## src/dual_timer_pkg.sv

```systemverilog
// constants shared by the dual timer/counter block
// assumes a 32-bit apb slave and one system clock
package dual_timer_pkg;

  localparam int APB_ADDR_W = 8;
  localparam int APB_DATA_W = 32;

  // register byte addresses
  localparam logic [APB_ADDR_W-1:0] ADDR_CONTROL = 8'h00;
  localparam logic [APB_ADDR_W-1:0] ADDR_MODE = 8'h04;
  localparam logic [APB_ADDR_W-1:0] ADDR_T0_LOW = 8'h08;
  localparam logic [APB_ADDR_W-1:0] ADDR_T0_HIGH = 8'h0C;
  localparam logic [APB_ADDR_W-1:0] ADDR_T1_LOW = 8'h10;
  localparam logic [APB_ADDR_W-1:0] ADDR_T1_HIGH = 8'h14;

  // timer_control bit positions
  localparam int CTL_T1_OVF = 7;
  localparam int CTL_T1_RUN = 6;
  localparam int CTL_T0_OVF = 5;
  localparam int CTL_T0_RUN = 4;
  localparam int CTL_X1_EDGE = 3;
  localparam int CTL_X1_TYPE = 2;
  localparam int CTL_X0_EDGE = 1;
  localparam int CTL_X0_TYPE = 0;

  // timer_mode nibble base and field offsets
  localparam int MODE_T1_LSB = 4;
  localparam int MODE_T0_LSB = 0;
  localparam int FLD_GATE = 3;
  localparam int FLD_FUNC = 2;
  localparam int FLD_MODE_HI = 1;
  localparam int FLD_MODE_LO = 0;

  typedef enum logic [1:0] {
    MODE_13BIT = 2'b00,
    MODE_16BIT = 2'b01,
    MODE_RELOAD = 2'b10,
    MODE_SPLIT = 2'b11
  } timer_mode_t;

  // machine cycle timing, in cpu clocks
  localparam int MC_PHASES = 6;
  localparam int PHASE_W = 3;
  localparam logic [PHASE_W-1:0] SAMPLE_PHASE = 3'h4;
  localparam logic [PHASE_W-1:0] UPDATE_PHASE = 3'h2;

  localparam int PRESCALE_W = 5;
  localparam logic [7:0] RESET_BYTE = 8'h00;

endpackage

```

## src/mc_phase_gen.sv

```systemverilog
// machine cycle phase generator: one-cycle sample and update strobes
// assumes sys_clk is the cpu clock
`timescale 1ns/1ps
module mc_phase_gen
  import dual_timer_pkg::*;
#(
  parameter int PHASES = MC_PHASES
) (
  input wire logic sys_clk,
  input wire logic sys_rst,
  output logic sample_point,
  output logic update_point
);

  typedef struct packed {
    logic [PHASE_W-1:0] phase;
    logic sample;
    logic update;
  } phase_state_t;

  phase_state_t q;
  phase_state_t d;

  always_comb begin
    d = q;
    if (q.phase == PHASE_W'(PHASES - 1)) begin
      d.phase = '0;
    end else begin
      d.phase = q.phase + PHASE_W'(1);
    end
    // strobes are high during the matching phase
    d.sample = (d.phase == SAMPLE_PHASE);
    d.update = (d.phase == UPDATE_PHASE);
  end

  always_ff @(posedge sys_clk) begin
    if (sys_rst) begin
      q <= '0;
    end else begin
      q <= d;
    end
  end

  assign sample_point = q.sample;
  assign update_point = q.update;

endmodule

```

## src/fall_sampler.sv

```systemverilog
// samples a pin once per machine cycle and flags a high-to-low step
// assumes the pin is synchronous to sys_clk
`timescale 1ns/1ps
module fall_sampler (
  input wire logic sys_clk,
  input wire logic sys_rst,
  input wire logic sample_point,
  input wire logic pin,
  output logic level,
  output logic fell
);

  typedef struct packed {
    logic prev;
    logic fell;
  } sampler_state_t;

  sampler_state_t q;
  sampler_state_t d;

  always_comb begin
    d = q;
    if (sample_point) begin
      // fell stays up for one whole machine cycle
      d.fell = q.prev & ~pin;
      d.prev = pin;
    end
  end

  always_ff @(posedge sys_clk) begin
    if (sys_rst) begin
      // prev starts at the idle high level: no false low level or edge after reset
      q <= '{prev: 1'b1, fell: 1'b0};
    end else begin
      q <= d;
    end
  end

  assign level = q.prev;
  assign fell = q.fell;

endmodule

```

## src/dual_timer_counter.sv

```systemverilog
// two timer/counters with mode, control and count registers on apb
// assumes synchronous pins and vector acks from the interrupt logic
`timescale 1ns/1ps
module dual_timer_counter
  import dual_timer_pkg::*;
(
  input wire logic sys_clk,
  input wire logic sys_rst,
  input wire logic psel,
  input wire logic penable,
  input wire logic pwrite,
  input wire logic [APB_ADDR_W-1:0] paddr,
  input wire logic [APB_DATA_W-1:0] pwdata,
  output logic [APB_DATA_W-1:0] prdata,
  output logic pready,
  output logic pslverr,
  input wire logic t0_count_pin,
  input wire logic t1_count_pin,
  input wire logic xint0_pin,
  input wire logic xint1_pin,
  input wire logic t0_vector_ack,
  input wire logic t1_vector_ack,
  input wire logic xint0_vector_ack,
  input wire logic xint1_vector_ack,
  output logic t0_overflow_flag,
  output logic t1_overflow_flag,
  output logic xint0_edge_flag,
  output logic xint1_edge_flag
);

  typedef struct packed {
    logic [7:0] timer_control;
    logic [7:0] timer_mode;
    logic [7:0] t0_high_byte;
    logic [7:0] t0_low_byte;
    logic [7:0] t1_high_byte;
    logic [7:0] t1_low_byte;
    logic [APB_DATA_W-1:0] prdata;
    logic pready;
    logic pslverr;
  } timer_state_t;

  timer_state_t q;
  timer_state_t d;

  // one step of a counter pair: {overflow, high, low}
  function automatic logic [16:0] count_step(input timer_mode_t mode,
                                             input logic [7:0] hi,
                                             input logic [7:0] lo);
    logic [8:0] lo_sum;
    logic [8:0] hi_sum;
    logic [PRESCALE_W:0] pre;
    lo_sum = {1'b0, lo} + 9'h001;
    pre = {1'b0, lo[PRESCALE_W-1:0]} + 6'h01;
    hi_sum = '0;
    case (mode)
      MODE_13BIT: begin
        hi_sum = {1'b0, hi} + {8'h00, pre[PRESCALE_W]};
        count_step = {hi_sum[8], hi_sum[7:0], lo[7:PRESCALE_W],
                      pre[PRESCALE_W-1:0]};
      end
      MODE_16BIT: begin
        hi_sum = {1'b0, hi} + {8'h00, lo_sum[8]};
        count_step = {hi_sum[8], hi_sum[7:0], lo_sum[7:0]};
      end
      MODE_RELOAD: begin
        count_step = {lo_sum[8], hi, lo_sum[8] ? hi : lo_sum[7:0]};
      end
      default: begin
        count_step = {lo_sum[8], hi, lo_sum[7:0]};
      end
    endcase
  endfunction

  // apb decode, used only for the error reply of reads and writes
  function automatic logic addr_mapped(input logic [APB_ADDR_W-1:0] a);
    addr_mapped = (a == ADDR_CONTROL) || (a == ADDR_MODE) ||
                  (a == ADDR_T0_LOW) || (a == ADDR_T0_HIGH) ||
                  (a == ADDR_T1_LOW) || (a == ADDR_T1_HIGH);
  endfunction

  logic sample_point;
  logic update_point;
  logic t0_pin_fell;
  logic t1_pin_fell;
  logic xint0_level;
  logic xint0_fell;
  logic xint1_level;
  logic xint1_fell;

  mc_phase_gen #(
    .PHASES(MC_PHASES)
  ) u_phase (
    .sys_clk(sys_clk),
    .sys_rst(sys_rst),
    .sample_point(sample_point),
    .update_point(update_point)
  );

  fall_sampler u_t0_pin (
    .sys_clk(sys_clk),
    .sys_rst(sys_rst),
    .sample_point(sample_point),
    .pin(t0_count_pin),
    .level(),
    .fell(t0_pin_fell)
  );

  fall_sampler u_t1_pin (
    .sys_clk(sys_clk),
    .sys_rst(sys_rst),
    .sample_point(sample_point),
    .pin(t1_count_pin),
    .level(),
    .fell(t1_pin_fell)
  );

  fall_sampler u_x0_pin (
    .sys_clk(sys_clk),
    .sys_rst(sys_rst),
    .sample_point(sample_point),
    .pin(xint0_pin),
    .level(xint0_level),
    .fell(xint0_fell)
  );

  fall_sampler u_x1_pin (
    .sys_clk(sys_clk),
    .sys_rst(sys_rst),
    .sample_point(sample_point),
    .pin(xint1_pin),
    .level(xint1_level),
    .fell(xint1_fell)
  );

  // mode register fields
  timer_mode_t t0_mode;
  timer_mode_t t1_mode;
  logic t0_gate;
  logic t1_gate;
  logic t0_func;
  logic t1_func;
  logic t0_run_bit;
  logic t1_run_bit;
  logic t0_split;

  assign t0_mode = timer_mode_t'({q.timer_mode[MODE_T0_LSB+FLD_MODE_HI],
                                  q.timer_mode[MODE_T0_LSB+FLD_MODE_LO]});
  assign t1_mode = timer_mode_t'({q.timer_mode[MODE_T1_LSB+FLD_MODE_HI],
                                  q.timer_mode[MODE_T1_LSB+FLD_MODE_LO]});
  assign t0_gate = q.timer_mode[MODE_T0_LSB+FLD_GATE];
  assign t1_gate = q.timer_mode[MODE_T1_LSB+FLD_GATE];
  assign t0_func = q.timer_mode[MODE_T0_LSB+FLD_FUNC];
  assign t1_func = q.timer_mode[MODE_T1_LSB+FLD_FUNC];
  assign t0_run_bit = q.timer_control[CTL_T0_RUN];
  assign t1_run_bit = q.timer_control[CTL_T1_RUN];
  assign t0_split = (t0_mode == MODE_SPLIT);

  // count enables and ticks
  logic t0_enable;
  logic t1_enable;
  logic t0_tick;
  logic t1_tick;
  logic th0_tick;
  logic [16:0] t0_next;
  logic [16:0] t1_next;
  logic [8:0] th0_next;
  logic t0_ovf_set;
  logic t1_ovf_set;
  logic x0_set;
  logic x1_set;

  assign t0_enable = t0_run_bit & (~t0_gate | xint0_pin);
  // with timer 0 split, timer 1 loses its run bit and runs unless in mode 3
  assign t1_enable = (t1_mode != MODE_SPLIT) &
                     (t0_split | (t1_run_bit & (~t1_gate | xint1_pin)));
  assign t0_tick = update_point & t0_enable & (t0_func ? t0_pin_fell : 1'b1);
  assign t1_tick = update_point & t1_enable & (t1_func ? t1_pin_fell : 1'b1);
  assign th0_tick = update_point & t0_split & t1_run_bit;
  assign t0_next = count_step(t0_mode, q.t0_high_byte, q.t0_low_byte);
  assign t1_next = count_step(t1_mode, q.t1_high_byte, q.t1_low_byte);
  assign th0_next = {1'b0, q.t0_high_byte} + 9'h001;

  assign t0_ovf_set = t0_tick & t0_next[16];
  assign t1_ovf_set = t0_split ? (th0_tick & th0_next[8])
                               : (t1_tick & t1_next[16]);
  assign x0_set = update_point &
                  (q.timer_control[CTL_X0_TYPE] ? xint0_fell : ~xint0_level);
  assign x1_set = update_point &
                  (q.timer_control[CTL_X1_TYPE] ? xint1_fell : ~xint1_level);

  logic apb_setup;
  logic apb_write;

  assign apb_setup = psel & ~penable;
  assign apb_write = psel & penable & pwrite & q.pready;

  always_comb begin
    d = q;
    d.pready = 1'b0;
    d.pslverr = 1'b0;

    // counting
    if (t0_tick) begin
      d.t0_low_byte = t0_next[7:0];
      if (!t0_split) begin
        d.t0_high_byte = t0_next[15:8];
      end
    end
    if (th0_tick) begin
      d.t0_high_byte = th0_next[7:0];
    end
    if (t1_tick) begin
      d.t1_low_byte = t1_next[7:0];
      d.t1_high_byte = t1_next[15:8];
    end

    // software writes win over a count in the same cycle
    if (apb_write) begin
      case (paddr)
        ADDR_CONTROL: d.timer_control = pwdata[7:0];
        ADDR_MODE: d.timer_mode = pwdata[7:0];
        ADDR_T0_LOW: d.t0_low_byte = pwdata[7:0];
        ADDR_T0_HIGH: d.t0_high_byte = pwdata[7:0];
        ADDR_T1_LOW: d.t1_low_byte = pwdata[7:0];
        ADDR_T1_HIGH: d.t1_high_byte = pwdata[7:0];
        default: d.pslverr = 1'b0;
      endcase
    end

    // vector acks clear, hardware sets win over any clear
    if (t0_vector_ack) begin
      d.timer_control[CTL_T0_OVF] = 1'b0;
    end
    if (t1_vector_ack) begin
      d.timer_control[CTL_T1_OVF] = 1'b0;
    end
    if (xint0_vector_ack) begin
      d.timer_control[CTL_X0_EDGE] = 1'b0;
    end
    if (xint1_vector_ack) begin
      d.timer_control[CTL_X1_EDGE] = 1'b0;
    end
    if (t0_ovf_set) begin
      d.timer_control[CTL_T0_OVF] = 1'b1;
    end
    if (t1_ovf_set) begin
      d.timer_control[CTL_T1_OVF] = 1'b1;
    end
    if (x0_set) begin
      d.timer_control[CTL_X0_EDGE] = 1'b1;
    end
    if (x1_set) begin
      d.timer_control[CTL_X1_EDGE] = 1'b1;
    end

    // read data captured in setup, presented in access with no wait state
    if (apb_setup) begin
      d.pready = 1'b1;
      d.pslverr = ~addr_mapped(paddr);
      case (paddr)
        ADDR_CONTROL: d.prdata = {24'h000000, q.timer_control};
        ADDR_MODE: d.prdata = {24'h000000, q.timer_mode};
        ADDR_T0_LOW: d.prdata = {24'h000000, q.t0_low_byte};
        ADDR_T0_HIGH: d.prdata = {24'h000000, q.t0_high_byte};
        ADDR_T1_LOW: d.prdata = {24'h000000, q.t1_low_byte};
        ADDR_T1_HIGH: d.prdata = {24'h000000, q.t1_high_byte};
        default: d.prdata = '0;
      endcase
    end
  end

  always_ff @(posedge sys_clk) begin
    if (sys_rst) begin
      q.timer_control <= RESET_BYTE;
      q.timer_mode <= RESET_BYTE;
      q.t0_high_byte <= RESET_BYTE;
      q.t0_low_byte <= RESET_BYTE;
      q.t1_high_byte <= RESET_BYTE;
      q.t1_low_byte <= RESET_BYTE;
      q.prdata <= '0;
      q.pready <= 1'b0;
      q.pslverr <= 1'b0;
    end else begin
      q <= d;
    end
  end

  assign prdata = q.prdata;
  assign pready = q.pready;
  assign pslverr = q.pslverr;
  assign t0_overflow_flag = q.timer_control[CTL_T0_OVF];
  assign t1_overflow_flag = q.timer_control[CTL_T1_OVF];
  assign xint0_edge_flag = q.timer_control[CTL_X0_EDGE];
  assign xint1_edge_flag = q.timer_control[CTL_X1_EDGE];

endmodule

```

## config.mk

```make
export PLATFORM = sky130hd
export DESIGN_NAME = dual_timer_counter
export DESIGN_NICKNAME = d
export VERILOG_FILES = /design/src/dual_timer_pkg.sv /design/src/mc_phase_gen.sv /design/src/fall_sampler.sv /design/src/dual_timer_counter.sv
export SDC_FILE = /design/constraint.sdc
export NUM_CORES = 1
export LEC_CHECK = 0
export ABC_AREA = 1
export BUFFER_PORTS_ARGS = -buffer_cell sky130_fd_sc_hd__clkbuf_2
export CORE_MARGIN = 1.5
export CORE_UTILIZATION = 50
export CTS_BUF_LIST = sky130_fd_sc_hd__clkbuf_4
export CTS_CLUSTER_SIZE = 12
export DETAILED_ROUTE_END_ITERATION = 10
export PLACE_DENSITY = 0.74
export RECOVER_POWER = 50
export SYNTH_ARGS = -nofsm -noshare
export SYNTH_HDL_FRONTEND = slang
export SYNTH_SLANG_ARGS = --single-unit
```

## constraint.sdc

```tcl
create_clock -name sys_clk -period 3.7 [get_ports sys_clk]
set_input_delay 0.74 -clock sys_clk [delete_from_list [all_inputs] [get_ports sys_clk]]
set_output_delay 0.74 -clock sys_clk [all_outputs]
set_load 0.05 [all_outputs]
```

# == After elaboration in Yosys (flattened, before gate mapping) ==
# Index checks and enable logic that the tools add are counted.
# op_classes
n_addsub,10
eq_ne,14
mux,31
bitwise_logic,36
n_reduce_logical,23
# op_table
op,count
$pmux W17 S3,2
$mux W8,10
$mux W48,1
$pmux W8 S6,1
$add A8 B1 Y9,4
$mux W16,2
$add A8 B1 Y9 const B,3
$reduce_bool A3 Y1,8
$and A1 B1 Y1,22
$eq A8 B4 Y1 const B,2
$eq A8 B5 Y1 const B,2
$mux W1,13
$add A5 B1 Y6 const B,2
$reduce_and A2 Y1,6
$not A1 Y1,11
$eq A8 B3 Y1 const B,1
$logic_not A8 Y1,1
$eq A2 B2 Y1 const B,3
$eq A3 B3 Y1 const B,2
$logic_or A1 B1 Y1,5
$eq A2 B1 Y1 const B,2
$logic_not A2 Y1,2
$add A3 B1 Y3 const B,1
$eq A3 B2 Y1 const B,1
other kinds (5),7
# totals
ff_bits,71
in_bits,53
out_inout_bits,38
elab_cells,138

# == Logic depth before layout (Yosys ltp) ==
# logic_depth
word_depth,12
depth_mapped,17
mapped_depth_nobuf,16

# == Cells and area by module ==
# Synthesis repeated with hierarchy kept, for this count alone.
# hier_totals
hier_cells,727
hier_area_um2,4655.7
# by_module_without_submodules
module,n_inst,cells_per_inst,area_each_um2,seq_area_each_um2
dual_timer_counter,1,666,4171.5,1161.1
fall_sampler,4,10,80.1,40.0
mc_phase_gen,1,21,163.9,100.1

# == Least setup slack after synthesis ==
# OpenSTA, ideal clock, no wires.
# synth_path
path_kind,reg2reg
startpoint,reg q[34] (netlist name)
endpoint,reg q[48] (netlist name)
setup_time_ns,0.120
t_arrival_ns,1.870
required_time_ns,3.580
slack_ns,1.710
path_stages_with_launch,14
path_buffers,0
period_less_slack_ns,1.990
cell_sequence,dfxtp_1 > ha_1 > nand3_2 > nor2_1 > a31oi_1 > inv_1 > ha_1 > ha_1 > nand2_1 > nor3_1 > nand2_1 > nor2_1 > xnor2_1 > a21oi_1
# synth_via
elab_chain_cells,6
elab_cells_between_ends,8
cone_classes,add/sub (4); mux (4)
# synth_rtl
item,line,source
"start, declared",dual_timer_counter.sv:43,timer_state_t q;
$add A8 B1 Y9 or $add A5 B1 Y6 (tied branches),"dual_timer_counter.sv:53, dual_timer_counter.sv:54",
"$add A8 B1 Y9, on equally long branches","dual_timer_counter.sv:63, dual_timer_counter.sv:58",
$pmux W17 S3 (*),dual_timer_counter.sv:56,case (mode)
$mux W16 (*),dual_timer_counter.sv:213,if (t1_tick) begin
$mux W8,dual_timer_counter.sv:220,case (paddr)
$mux W48 (*),dual_timer_counter.sv:219,if (apb_write) begin
# Every way passes the cells marked *; elsewhere a longest branch is shown, timed or not. The select of a mux whose other input is x is not followed.
# A chain may end at the register's enable or synchronous reset.

# == Worst setup path in the final report ==
# layout_path
startpoint,reg q[34] (netlist name)
endpoint,"reg q, in the netlist t1_overflow_flag"
# layout_via
elab_chain_cells,7
elab_cells_between_ends,11
cone_classes,add/sub (4); mux (3); bitwise (1); reduce/logical (3)
# layout_rtl
item,line,source
$add A8 B1 Y9 or $add A5 B1 Y6 (tied branches),"dual_timer_counter.sv:53, dual_timer_counter.sv:54",
"$add A8 B1 Y9, on equally long branches","dual_timer_counter.sv:63, dual_timer_counter.sv:58",
$pmux W17 S3 (*),dual_timer_counter.sv:56,
$and A1 B1 Y1 (*),dual_timer_counter.sv:186,: (t1_tick & t1_next[16]);
$mux W1 (*),dual_timer_counter.sv:185,assign t1_ovf_set = t0_split ? (th0_tick & th0_next[8])
$reduce_bool A3 Y1 (no line),n/a,
$reduce_and A2 Y1 (no line),n/a,
# Every way passes the cells marked *; elsewhere a longest branch is shown, timed or not.

==> impl_metrics.tcl <==
set metrics [dict create \
    cts-htree-levels 3 \
    cap_violations 0 \
    pre_cts_slack_ns 1.17 \
    via_per_inst 5.57 \
    ant_nets 0 \
    synth_top_family_by_area "simple AND/OR/NAND/NOR gates" \
    gr-total-overflow 0 \
    synth_mux_area_share_pct 0 \
    syn_inst 703 \
    dr.pass1.iters 6 \
    first_global_vias 4223 \
    finalPower_w 0.00146 \
    rows 34 \
    worst_slew_pin_slew_ns 0.785 \
    powerDensity_nw_per_um2 306 \
    setup_ws_ns 1.19 \
    regArea_sq_um 1420 \
    root_buffer "clkbuf_4" \
    yosys.area_share.adder_pct 1.92 \
    synth_xor_area_share_pct 1.73 \
    slew_headroom_pct 47.6 \
    fmax_mhz 398 \
    ys_types 34 \
    hold_violations 0 \
    fillCellCount 903 \
    grtUsageTotal_pct 27.4 \
    startpoint_type "register" \
    cts.sinks 71 \
    cts_tree "done" \
    antenna_found_initial 0 \
    synth_compound_area_share_pct 20.7 \
    fin_skew_ns 0.0159 \
    ios 91 \
    worstPathRequired_ns 4.10 \
    synth-simple-area-share_pct 28.7 \
    fin_crit_sh_pct 67.9 \
    ys_ff_latch 71 \
    rsz0062_at_grt "false" \
    vdd_drop_max_mv 0.229 \
    cts_hold_buf 0 \
    status "finished, final reports clean" \
    cts_setup_buffers 0 \
    grt_pass1_wl_mm 21.0 \
    clk_pin_slew_worst_paths_ns 0.14 \
    leakage_nw 2.12 \
    criticalPathCategory "register to register" \
    synthesis.area_sq_um 4560 \
    drive_gt1_share_pct 10.5 \
    crit_path_end_kind "register" \
    coreArea_sq_um 8760 \
    multi_input_area_sq_um 2490 \
    clock_latency_ns 0.45 \
    crit_fanout 5 \
    wl_per_cell_um 15.2 \
    drc 0 \
    drt_iter0_drc 386 \
    finalSetupViolCount 0 \
    totalWireLength_mm 12.8 \
    cts.path.max_buffers 2 \
    final_max_slew_viol_count 0 \
    port_buffers 42 \
    ys_warn_count 0 \
    die_h_um 98.5 \
    min_period_ns 2.51 \
    start_util_pct 52.1 \
    syn_to_final_growth_pct 4.61 \
    post-dp-hpwl_mm 9.26 \
    cts-resized-gates 0 \
    avgSynthCellArea_sq_um 6.49 \
    gp_congestion 0.956 \
    tns_ns 0 \
    grt_max_degree 53 \
    arrival_ns 2.91 \
    die-width_um 98.5 \
    diodes 0 \
    seq_area_frac_synth_pct 31.1 \
    die_area_sq_um 9710 \
    ff2ff_setup_slack_ns 1.19 \
    numCtsBuffers 9 \
    fin_nets 791 \
    worstHoldPathType "register to register" \
    vias 4699 \
]
logic make-up (layout without fill, tap and decap cells):
kind of cell,Yosys count,in the layout
AND/OR/NAND/NOR,284,284
AO/OA/AOI/OAI,178,178
buffers and inverters,153,162
flip-flops,71,71
XOR/XNOR,9,9
adder cells (fa/ha/maj),7,7
other,1,24
cell usage after synthesis:
master	count	area, sq um
a211oi_1	1	7.51
nand4_1	8	50.1
a31oi_1	9	56.3
nand3_1	46	230
xor2_1	6	52.6
buf_6	2	22.5
nand2_2	7	43.8
nand2_4	1	11.3
inv_2	9	33.8
nor3_4	3	48.8
o21ai_1	14	70.1
nor3_1	8	40.0
nor2_4	1	11.3
dfxtp_1	71	1420
buf_2	7	35.0
o21ai_0	71	355
nor2_1	51	191
nand3_4	1	17.5
a21boi_1	1	7.51
a21oi_1	67	335
o211ai_1	14	105
nand4_2	1	12.5
nor4_1	1	6.26
nand3_2	3	30.0
ha_1	7	87.6
nand3b_1	5	37.5
inv_1	94	353
o22ai_1	1	6.26
xnor2_1	3	26.3
conb_1	1	3.75
nor2_2	10	62.6
clkbuf_1	9	33.8
buf_4	32	240
nand2_1	138	518
critical path, stage by stage, from the launching register on:
cell and delay (ns):
dfxtp_1 0.41, ha_1 0.28, nand3_2 0.16, nor2_1 0.18, a31oi_1 0.13, inv_1 0.09, ha_1 0.18, ha_1 0.18
nand2_1 0.08, nor3_1 0.20, nand3_1 0.11, nand2_1 0.07, nand4_1 0.15, nand3b_1 0.13, nand2_1 0.05, inv_1 0.06
area by class of cell:
| cell class | count | area share, % |
|---|---|---|
| multi-input cells | 502 | 52.2 |
| flip-flops and latches | 71 | 29.8 |
| inverters | 103 | 8.10 |
| repair buffers | 44 | 4.40 |
| well taps | 108 | 2.83 |
| clock buffers | 9 | 1.42 |
| clock inverters | 6 | 1.31 |
flip-flops by register name, indices dropped and copies added, names as in the netlist:
| register | cells |
|---|---|
| u_phase.sample_point | 1 |
| u_t1_pin.level | 1 |
| pready | 1 |
| u_x0_pin.level | 1 |
| t1_overflow_flag | 1 |
| prdata | 8 |
| u_t0_pin.level | 1 |
| u_t0_pin.fell | 1 |
| xint0_edge_flag | 1 |
| u_phase.update_point | 1 |
| q | 44 |
| pslverr | 1 |
| u_phase.q | 3 |
| u_x0_pin.fell | 1 |
| u_x1_pin.level | 1 |
| u_t1_pin.fell | 1 |
| xint1_edge_flag | 1 |
| u_x1_pin.fell | 1 |
| t0_overflow_flag | 1 |
cell usage in the layout, fill, tap and decap left out, drive strengths merged:
cell type / Yosys / routed
clkinv: 0 / 2
a21boi: 1 / 1
bufinv: 0 / 1
conb: 1 / 24
nand3b: 5 / 5
a31oi: 9 / 9
o211ai: 14 / 14
nand2: 146 / 146
nand3: 50 / 50
nor3: 11 / 11
inv: 103 / 103
nand4: 9 / 9
o21ai: 85 / 85
nor2: 62 / 62
buf: 41 / 2
xor2: 6 / 6
clkbuf: 9 / 51
ha: 7 / 7
dfxtp: 71 / 71
clkinvlp: 0 / 3
a211oi: 1 / 1
xnor2: 3 / 3
a21oi: 67 / 67
nor4: 1 / 1
o22ai: 1 / 1
power by group:
part	internal (W)	switching, W	total (W)
clock network	0.000199	0.000307	0.000507
logic	0.0000310	0.000137	0.000168
registers	0.000776	0.00000782	0.000784
metal layers:
layer,track usage [%],vias to the layer above,share of wire (%)
met5,0,-,0
met4,10.5,0,3.4
met3,5.82,33,11
met2,41.8,249,43
met1,38.1,2115,43
li1,-,2302,-
through the flow:
stage,util (%),cells,instance area (sq um),hold WS [ns]
2_1_floorplan,-,726,4650,0.413
3_3_place_gp,53.4,828,4680,0.424
3_5_place_dp,53.4,828,4680,0.436
4_1_cts,54.9,843,4810,0.453
5_1_grt,54.5,843,4770,0.478
6_report,54.5,843,4770,0.452
path summary, 6_finish.rpt:
kind	endpoint	start	depth (start not counted)
worst max register to register	t1_overflow_flag$_SDFFE_PP0P_	q[34]$_SDFF_PP0_	15
worst max-delay path	t1_overflow_flag$_SDFFE_PP0P_	q[34]$_SDFF_PP0_	15
worst min-delay path	u_phase.q[2]$_SDFF_PP0_	u_phase.q[2]$_SDFF_PP0_	1
worst min register to register	u_phase.q[2]$_SDFF_PP0_	u_phase.q[2]$_SDFF_PP0_	1
No activity file was read; power rests on OpenSTA's default activity.
